### config.mk
export PLATFORM = sky130hd
export DESIGN_NAME = analog_comparator_control
export DESIGN_NICKNAME = d
export VERILOG_FILES = /design/src/logic/analog_comparator_control.v /design/src/logic/compare_sync.v
export VERILOG_INCLUDE_DIRS = /design/src /design/src/shared
export SDC_FILE = /design/constraint.sdc
export NUM_CORES = 1
export LEC_CHECK = 0
export BUFFER_PORTS_ARGS = -buffer_cell sky130_fd_sc_hd__buf_2
export CELL_PAD_IN_SITES_DETAIL_PLACEMENT = 0
export CELL_PAD_IN_SITES_GLOBAL_PLACEMENT = 2
export CORE_MARGIN = 2
export CORE_UTILIZATION = 23
export DETAILED_ROUTE_END_ITERATION = 8
export PLACE_DENSITY = 0.81
export SLEW_MARGIN = 20
export SYNTH_ARGS = -nofsm -noshare
export SYNTH_HDL_FRONTEND = slang
export SYNTH_SLANG_ARGS = --single-unit
### constraint.sdc
create_clock -name pclk -period 1.5 [get_ports pclk]
set_clock_uncertainty 0.05 [all_clocks]
set_input_delay 0.225 -clock pclk [delete_from_list [all_inputs] [get_ports pclk]]
set_output_delay 0.225 -clock pclk [all_outputs]
set_load 0.01 [all_outputs]
### src/shared/comparator_consts.vh
// Constants for the comparator control block.
`ifndef COMPARATOR_CONSTS_VH
`define COMPARATOR_CONSTS_VH

// Register byte addresses on the APB bus.
`define CMP_CTRL_ADDR 12'h0ac
`define CMP_STATUS_ADDR 12'h0b0
`define CMP_ADDR_WIDTH 12

// Field positions in the control register.
`define CMP_BIT_FLAG 0
`define CMP_BIT_RESULT 1
`define CMP_BIT_PIN_OE 2
`define CMP_BIT_NEG_SEL 3
`define CMP_BIT_RSVD4 4
`define CMP_BIT_ENABLE 5
`define CMP_BIT_HYST 6
`define CMP_BIT_RSVD7 7

// Field positions in the status register.
`define CMP_STAT_SETTLED 0

// Reset values.
`define CMP_CTRL_RESET 8'h00

// Settling time after enable, in nanoseconds, and the clock period.
`define CMP_SETTLE_NS 10000
`define CMP_CLK_PERIOD_NS 5
`define CMP_SETTLE_CYCLES ((`CMP_SETTLE_NS + `CMP_CLK_PERIOD_NS - 1) / `CMP_CLK_PERIOD_NS)
`define CMP_SETTLE_WIDTH 12

`endif

### src/logic/analog_comparator_control.v
// Control and status logic for one analog comparator behind an APB slave.
//
// How it works
// - Writing comparator_enable 1 turns the comparator on, 0 turns it off.
// - negative_input_select picks external reference pin or internal reference.
// - hysteresis_enable 1 applies about 20mV hysteresis, 0 applies none.
// - Pin driven with the result when pin output and comparator are enabled.
// - The pin carries the raw result, neither registered nor synchronised.
// - The result is synchronised to the clock and readable as synced_compare_result.
// - synced_compare_result reads 0 whenever the comparator is disabled.
// - compare_change_flag sets on a rising or falling synchronised change, except in the first cycle after enabling.
// - An interrupt request stands while compare_change_flag is set.
// - Software clears the flag by writing 0; disabling also clears it.
//
// Design decision made here: the APB interface to the registers.
`timescale 1ns/1ps
`default_nettype none
`include "comparator_consts.vh"

module analog_comparator_control (
  input wire pclk,
  input wire presetn,
  input wire psel,
  input wire penable,
  input wire pwrite,
  input wire [11:0] paddr,
  input wire [31:0] pwdata,
  input wire [3:0] pstrb,
  output reg [31:0] prdata,
  output reg pready,
  output reg pslverr,
  input wire comparator_raw,
  output reg comparator_on,
  output reg negative_select_internal,
  output reg hysteresis_on,
  output wire comparator_output_pin_out,
  output reg comparator_output_pin_oe,
  output reg compare_irq
);

  // Control fields written by software, followed by internal state and wires.
  reg comparator_enable;
  reg negative_input_select;
  reg hysteresis_enable;
  reg pin_output_enable;
  reg compare_change_flag;
  reg synced_compare_result;
  reg prev_enable;
  reg settled;
  reg [`CMP_SETTLE_WIDTH-1:0] settle_count;
  wire sync_level;
  wire setup_phase;
  wire access_phase;
  wire ctrl_hit;
  wire status_hit;
  wire ctrl_write;
  wire [7:0] wbyte;
  wire change_seen;
  reg [7:0] next_ctrl_read;
  reg [31:0] next_prdata;

  // Reset image of the control register, so single fields can be picked.
  localparam [7:0] CTRL_RESET = `CMP_CTRL_RESET;

  // Packs the control register as software sees it.
  function [7:0] ctrl_image;
    input en;
    input neg;
    input hyst;
    input oe;
    input res;
    input flag;
    reg [7:0] v;
    begin
      v = 8'h00;
      v[`CMP_BIT_ENABLE] = en;
      v[`CMP_BIT_NEG_SEL] = neg;
      v[`CMP_BIT_HYST] = hyst;
      v[`CMP_BIT_PIN_OE] = oe;
      v[`CMP_BIT_RESULT] = res;
      v[`CMP_BIT_FLAG] = flag;
      ctrl_image = v;
    end
  endfunction

  compare_sync u_sync (
    .pclk(pclk),
    .presetn(presetn),
    .async_in(comparator_raw),
    .level(sync_level)
  );

  assign setup_phase = psel && !penable;
  assign access_phase = psel && penable && pready;
  assign ctrl_hit = (paddr == `CMP_CTRL_ADDR);
  assign status_hit = (paddr == `CMP_STATUS_ADDR);
  // Only byte lane 0 holds the register, so only its strobe writes it.
  assign ctrl_write = access_phase && pwrite && ctrl_hit && pstrb[0];
  assign wbyte = pwdata[7:0];

  // Change detection.
  // A change is only counted while enabled both now and a cycle ago, so
  // switching on does not look like a transition of the result.
  assign change_seen = comparator_enable && prev_enable &&
                       (sync_level != synced_compare_result);

  // Raw pin path.
  // The pin follows the analog result with no clock in the path, as the
  // pin must stay usable when the clock is slow relative to the signal.
  assign comparator_output_pin_out = comparator_raw;

  always @(posedge pclk or negedge presetn) begin
    if (!presetn) begin
      comparator_enable <= CTRL_RESET[`CMP_BIT_ENABLE];
      negative_input_select <= CTRL_RESET[`CMP_BIT_NEG_SEL];
      hysteresis_enable <= CTRL_RESET[`CMP_BIT_HYST];
      pin_output_enable <= CTRL_RESET[`CMP_BIT_PIN_OE];
    end else if (ctrl_write) begin
      comparator_enable <= wbyte[`CMP_BIT_ENABLE];
      negative_input_select <= wbyte[`CMP_BIT_NEG_SEL];
      hysteresis_enable <= wbyte[`CMP_BIT_HYST];
      pin_output_enable <= wbyte[`CMP_BIT_PIN_OE];
    end
  end

  // Analog controls are registered copies of the fields; the pin enable is also gated by comparator_enable.
  always @(posedge pclk or negedge presetn) begin
    if (!presetn) begin
      comparator_on <= 1'b0;
      negative_select_internal <= 1'b0;
      hysteresis_on <= 1'b0;
      comparator_output_pin_oe <= 1'b0;
    end else begin
      comparator_on <= comparator_enable;
      negative_select_internal <= negative_input_select;
      hysteresis_on <= hysteresis_enable;
      comparator_output_pin_oe <= pin_output_enable && comparator_enable;
    end
  end

  // Synchronised result, change flag and interrupt request.
  always @(posedge pclk or negedge presetn) begin
    if (!presetn) begin
      prev_enable <= 1'b0;
      synced_compare_result <= 1'b0;
      compare_change_flag <= 1'b0;
      compare_irq <= 1'b0;
    end else begin
      prev_enable <= comparator_enable;
      synced_compare_result <= comparator_enable && sync_level;
      if (!comparator_enable) begin
        compare_change_flag <= 1'b0;
      end else if (change_seen) begin
        compare_change_flag <= 1'b1;
      end else if (ctrl_write && !wbyte[`CMP_BIT_FLAG]) begin
        compare_change_flag <= 1'b0;
      end
      compare_irq <= comparator_enable &&
                     (compare_change_flag || change_seen) &&
                     !(ctrl_write && !wbyte[`CMP_BIT_FLAG] && !change_seen);
    end
  end

  // Settling status.
  // The counter restarts on every enable; software may poll the status bit
  // instead of timing the wait itself.
  always @(posedge pclk or negedge presetn) begin
    if (!presetn) begin
      settle_count <= {`CMP_SETTLE_WIDTH{1'b0}};
      settled <= 1'b0;
    end else if (!comparator_enable) begin
      settle_count <= {`CMP_SETTLE_WIDTH{1'b0}};
      settled <= 1'b0;
    end else if (!settled) begin
      if (settle_count == `CMP_SETTLE_CYCLES - 1) begin
        settled <= 1'b1;
      end
      settle_count <= settle_count + 1'b1;
    end
  end

  // Read data mux, sampled in the setup cycle.
  // Masked when off.
  // The stored result and flag clear one edge after disable; masking here
  // keeps a read right after the disabling write from showing stale bits.
  always @* begin
    next_ctrl_read = ctrl_image(comparator_enable, negative_input_select,
                                hysteresis_enable, pin_output_enable,
                                comparator_enable && synced_compare_result,
                                comparator_enable && compare_change_flag);
    next_prdata = 32'h0000_0000;
    if (ctrl_hit) begin
      next_prdata = {24'h00_0000, next_ctrl_read};
    end else if (status_hit) begin
      next_prdata[`CMP_STAT_SETTLED] = settled;
    end
  end

  // APB answer: ready in the first access cycle, one wait-free transfer.
  always @(posedge pclk or negedge presetn) begin
    if (!presetn) begin
      pready <= 1'b0;
      pslverr <= 1'b0;
      prdata <= 32'h0000_0000;
    end else begin
      pready <= setup_phase;
      if (setup_phase) begin
        pslverr <= !(ctrl_hit || (status_hit && !pwrite));
        prdata <= pwrite ? 32'h0000_0000 : next_prdata;
      end else begin
        pslverr <= 1'b0;
        prdata <= 32'h0000_0000;
      end
    end
  end

endmodule // analog_comparator_control

`default_nettype wire

### src/logic/compare_sync.v
// Three-stage synchroniser for the raw comparator result.
`timescale 1ns/1ps
`default_nettype none

module compare_sync (
  input wire pclk,
  input wire presetn,
  input wire async_in,
  output reg level
);

  reg stage1;
  reg stage2;
  reg stage3;

  // A change counts only once the second and third stages agree.
  always @(posedge pclk or negedge presetn) begin
    if (!presetn) begin
      stage1 <= 1'b0;
      stage2 <= 1'b0;
      stage3 <= 1'b0;
      level <= 1'b0;
    end else begin
      stage1 <= async_in;
      stage2 <= stage1;
      stage3 <= stage2;
      if (stage2 == stage3) begin
        level <= stage3;
      end
    end
  end

endmodule // compare_sync

`default_nettype wire

==> reports/metrics.yaml, run 1 <==
synth_seq_cells: 36
rr_worst_depth: 5
internal_power_mw: 1.516
ys_async_sr_fraction_pct: 100.0
hold_path_class: "input pin to flip-flop"
drc: 0
cts.path.max_buffers: 2
wl_per_cell_um: 10.62
fin_tns_setup_ns: 0
rsz0062_at_grt: "true"
place_congestion: 0.7019
die_h_um: 90.96
ys_types: 34
overflow: 0
dp_slack_ns: -0.1071
avgSynthCellArea_um2: 11.44
required_ns: 1.68
setup.worst_path.class: "flip-flop to flip-flop"
seqCellArea_um2: 904.6
final_common_cell: "buf_2"
core_area_um2: 7292
rr_startpoint: "settle_count[0]$_DFFE_PN0P_"
clock.fmax_mhz: 703.0
reg2reg_to: "settle_count[8]$_DFFE_PN0P_"
p_seq_share_pct: 50.7
portBuffers: 37
grt_pass1_vias: 1230
vdd_drop_max_mv: 0.5313
switching_share_pct: 22.01
clkTransAtPathRegs_ns: 0.07
power.total_mw: 1.943
synth-warning-count: 0
critPathLaunchType: "flip-flop"
final_cell_area_um2: 2272
place_area_um2: 2058
power_switching_mw: 0.4278
hpwl_um: 2402
worstHoldStart: "pwrite"
power_density_nw_per_um2: 855.3
cts_tree: "done"
r2r_slack_ns: 0.08
min_to: "prdata[0]$_DFF_PN0_"
h-tree-depth: 2
grt_use_total_pct: 8.455
synth-edff-count: 0
whs_path_depth: 2
finalHoldViolations: 0
finalCritPeriodShare_pct: 94.83
antenna_found_initial: 0
synth-main-ff-cell: "dfrtp_1"
min_period_ns: 1.422
clockRootBuffer: "clkbuf_8"
syn_to_final_growth_pct: 30.65
dieArea_um2: 8273
layout-drive-gt1-share_pct: 39.34
clock_sinks: 36
setup_slack_ns: 0.07757
synth_cells: 152
arrival_ns: 1.60
viasPerCell: 3.855
num_rows: 31
firstDrtPassIters: 4
startpoint: "settle_count[0]$_DFFE_PN0P_"
final_antenna_net_count: 0
vias: 1195
p_clk_share_pct: 42.9
cp-end-kind: "flip-flop"
dp.cells: 300
cts_made_buffers: 5
status: "finished, final reports clean"
p_leak_nw: 1.110
grt_pass1_wl_um: 5651
combinationalPowerShare_pct: 6.4
diodes: 0
die_w_um: 90.96
start_util_pct: 23.85
routed_wl_um: 3291
drv_slew: 0
final_cell_mix: "buf_2, dfrtp_1, conb_1, and2_1, buf_4"
nNetsFinal: 265
grt_max_degree: 37
maxCapViolations: 0
clk_latency_ns: 0.29
ios: 94
yosysSeqAreaShare_pct: 51.80
fin_cells: 310
first_iter_violations: 24
multiInputGateArea_um2: 792.0
postCtsSetupBuffers: 0
syn_area_um2: 1739
setup_viol: 0
n_fill_cell: 786
crit_fanout: 3
[logic make-up after synthesis]
kind of cell,count (synthesis),synth area share [%]
muxes,5,3.165
buffers and inverters,31,12.52
DFF,36,51.80
and+or+nand+nor,52,19.93
AOI/OAI and AO/OA,15,6.044
adders and majority gates,2,1.295
other,1,0.2156
xor gates and xnor gates,10,5.036
[layer usage]
| metal | GRT usage (%) | routed length [µm] | vias up |
|---|---|---|---|
| met4 | 3.788 | 59 | 0 |
| met3 | 2.490 | 144 | 6 |
| met2 | 13.21 | 1567 | 33 |
| li1 | - | - | 586 |
| met5 | 0 | 0 | - |
| met1 | 10.80 | 1519 | 570 |
[metrics by stage]
stage	hold slack, ns	utilization [%]
after floorplan	-0.1206	-
after global placement	0.2409	28.23
after detailed placement	0.2442	28.23
after CTS	0.08049	30.47
after global routing	0.08345	31.16
final	0.08982	31.16
[cell type report]
class                      count  share of cell area [%]
timing repair buffer          56                   14.81
inverter                       1                  0.1652
clock buffer                   5                   3.029
clock inverter                 3                   1.872
multi-input combinational    110                   34.86
sequential                    36                   39.81
tap                           99                   5.452
[cells in the mapped netlist (3+ instances only)]
library cell	count	area [µm²]
xnor2_1	5	43.79
o21ai_0	3	15.01
a21boi_0	3	22.52
buf_4	27	202.7
dfrtp_1	36	900.9
and2_1	16	100.1
clkbuf_1	3	11.26
nand3_1	5	25.02
and3_1	3	18.77
xor2_1	5	43.79
mux2_2	4	45.04
nand4_1	3	18.77
nor4_1	3	18.77
nand2_1	7	26.28
nor2b_1	3	18.77
[flip-flops by register name, indices dropped and copies added (netlist names)]
register                  count
u_sync.stage2                 1
hysteresis_on                 1
settle_count                 12
u_sync.level                  1
u_sync.stage1                 1
settled                       1
compare_change_flag           1
compare_irq                   1
synced_compare_result         1
negative_select_internal      1
pready                        1
pslverr                       1
ctrl_image.oe                 1
prev_enable                   1
ctrl_image.hyst               1
prdata                        6
u_sync.stage3                 1
comparator_output_pin_oe      1
ctrl_image.neg                1
comparator_enable             1
[how the worst max path moves through the flow]
stage	endpoint	slack, ns	cells past startpoint
floorplan	settle_count[10]$_DFFE_PN0P_	-0.01	5
global placement	comparator_enable$_DFFE_PN0N_	-0.11	5
detailed placement	settle_count[10]$_DFFE_PN0P_	-0.11	5
CTS	settle_count[8]$_DFFE_PN0P_	-0.004	5
global route	settle_count[11]$_DFFE_PN0P_	-0.03	4
finish	settle_count[8]$_DFFE_PN0P_	0.08	5
[power groups by stage]
stage          Combinational, mW  Clock, mW  Sequential [mW]
2_1_floorplan              0.100          0             1.00
3_3_place_gp               0.120          0             1.00
3_5_place_dp               0.121          0             1.00
4_1_cts                    0.126      0.864            0.985
5_1_grt                    0.140      0.910            0.985
6_report                   0.124      0.834            0.985
[repair_timing]
action                                  CTS  global route
pin swaps                                 0             7
gates resized for setup                   6            14
hold endpoints to repair                 37             0
endpoints found under the setup margin    4             8
hold buffers                              2             0
[critical path, cell delays in order, from the launching register on]
cell and delay (ns):
dfrtp_1 0.35, ha_2 0.21, nand3_4 0.11, a2111oi_4 0.30, xor2_1 0.20, and2_1 0.14
Power figures use the tool's default switching activity.
==> run 2: changes to the inputs <==
- PLACE_DENSITY: 0.81 -> 0.85
==> run 2 against run 1 <==
Compared with the run above: power rose by 1.7%; highest routed layer unchanged; via count rose by 0.50%; count of clock-buffer cells in the layout did not move; critical endpoint is now settle_count[11]$_DFFE_PN0P_; die area did not move; sequential share of layout area rose by 0.17 points; largest power group unchanged; fmax fell by 0.88%.
==> reports/metrics.yaml, run 2 (same netlist as run 1, synthesis figures left out) <==
min_period_ns: 1.435  # +0.01260 ns
path_delay_family: "simple AND/OR/NAND/NOR gates"
p_leak_nw: 1.110  # about the same
largest_reg_flops: 12  # unchanged
firstDrtPassIters: 4  # unchanged
dp_slack_ns: -0.1076  # -0.0005820 ns
die_h_um: 90.96  # unchanged
vdd_drop_max_mv: 0.6597  # +24%
final_cell_mix: "buf_2, dfrtp_1, conb_1, buf_4, and2_1"
core_area_um2: 7292  # unchanged
crit_buf_inv: 1  # +1
diodes: 0  # unchanged
grt_pass1_wl_um: 5361  # -5.1%
vias: 1201  # +0.50%
nNetsFinal: 265  # unchanged
syn_to_final_growth_pct: 29.93
final_cell_area_um2: 2260  # -0.55%
arrival_ns: 1.59  # about the same
setup_viol: 0  # unchanged
dieArea_um2: 8273  # unchanged
cts.path.max_buffers: 2  # unchanged
place_congestion: 0.7437  # +6.0%
dp.cells: 297  # -1.0%
h-tree-depth: 2  # unchanged
rsz0062_at_grt: "false"
power.total_mw: 1.977  # +1.7%
finalHoldViolations: 0  # unchanged
finalCritPeriodShare_pct: 95.67  # +0.84 points
grt_max_degree: 37  # unchanged
largest_register: "settle_count"
ios: 94  # unchanged
overflow: 0  # unchanged
hold-worst-slack_ns: 0.09160  # +0.001786 ns
status: "finished, final reports clean"
hpwl_um: 2332  # -2.9%
power_density_nw_per_um2: 875.1  # +2.3%
num_rows: 31  # unchanged
antenna_found_initial: 0  # unchanged
cts_tree: "done"
hold_path_class: "input pin to flip-flop"
drv_slew: 0  # unchanged
drc: 0  # unchanged
viasPerCell: 3.874  # +0.50%
portBuffers: 37  # unchanged
fin_cells: 310  # unchanged
clock.fmax_mhz: 696.9  # -0.88%
place_area_um2: 2036  # -1.1%
grt_use_total_pct: 8.061  # -0.39 points
critPathLaunchType: "flip-flop"
cp_cell_sequence: "buf_4, and3_4, nand3_1, or3_1, a21boi_0"
cp-end-kind: "flip-flop"
rr_worst_depth: 5  # unchanged
final_common_cell: "buf_2"
clockRootBuffer: "clkbuf_8"
clock_sinks: 36  # unchanged
setup_slack_ns: 0.06497  # -0.01260 ns
die_w_um: 90.96  # unchanged
wl_per_cell_um: 10.68  # +0.61%
clkTransAtPathRegs_ns: 0.07  # about the same
cts_made_buffers: 5  # unchanged
path_depth: 5  # unchanged
max_stage_delay_ns: 0.39  # +0.04 ns
grt_pass1_vias: 1169  # -5.0%
setup.worst_path.class: "flip-flop to flip-flop"
routed_wl_um: 3311  # +0.61%
reg.largest.list: "settle_count (12), prdata (6)"
required_ns: 1.66  # -0.02 ns
maxCapViolations: 0  # unchanged
clk_latency_ns: 0.29  # about the same
layout-drive-gt1-share_pct: 37.44  # -1.9 points
crit_fanout: 5  # +2
start_util_pct: 23.85  # unchanged
cp_slowest_cell: "dfrtp_1"
first_iter_violations: 75  # +210%
final_antenna_net_count: 0  # unchanged
whs_path_depth: 2  # unchanged
[run 2: path summary, 6_finish.rpt]
| path | startpoint | endpoint | slack (ns) |
|---|---|---|---|
| setup / recovery | settle_count[0]$_DFFE_PN0P_ | settle_count[11]$_DFFE_PN0P_ | 0.06 |
| min in group asynchronous | presetn | prdata[0]$_DFF_PN0_ | 0.47 |
| hold / removal | pwrite | prdata[0]$_DFF_PN0_ | 0.09 |
| setup reg to reg | settle_count[0]$_DFFE_PN0P_ | settle_count[11]$_DFFE_PN0P_ | 0.06 |
| max in group asynchronous | presetn | comparator_enable$_DFFE_PN0N_ | 0.60 |
| hold reg to reg | u_sync.stage1$_DFF_PN0_ | u_sync.stage2$_DFF_PN0_ | 0.31 |
[run 2: final cells by class]
cell class	count	area [µm²]
clock buffers	5	68.82
well taps	99	123.9
repair buffers	56	332.8
multi-input cells	110	780.7
inverters	1	3.754
fillers	794	5032
clock inverters	3	46.29
flip-flops and latches	36	903.4
[run 2: repair_timing]
item                                    in CTS  in global routing
setup buffers                                0                  3
hold buffers                                 2                  0
endpoints found under the setup margin       3                  9
gates resized for setup                      3                 11
endpoints found under the hold margin       37                  0
pin swaps                                    0                  1
[run 2: per-stage QoR]
stage	setup TNS, ns	util [%]
6_report	0	30.99
5_1_grt	0	30.99
3_5_place_dp	-0.6620	27.92
3_3_place_gp	-0.7190	27.92
2_1_floorplan	-0.01393	-
4_1_cts	-0.08419	29.98
[run 2: power by group]
part	leakage [nW]	total, mW	internal (mW)	switching [mW]
Clock	0.0548	0.870	0.500	0.369
Combinational	0.567	0.124	0.0445	0.0793
Sequential	0.488	0.984	0.979	0.00472
[run 2: layer usage]
layer	part of all wire (%)	track usage, %	wire, µm
met1	43	9.891	1424
met2	49	12.84	1630
met3	6.3	2.822	207
met4	1.5	3.409	49
met5	0	0	0
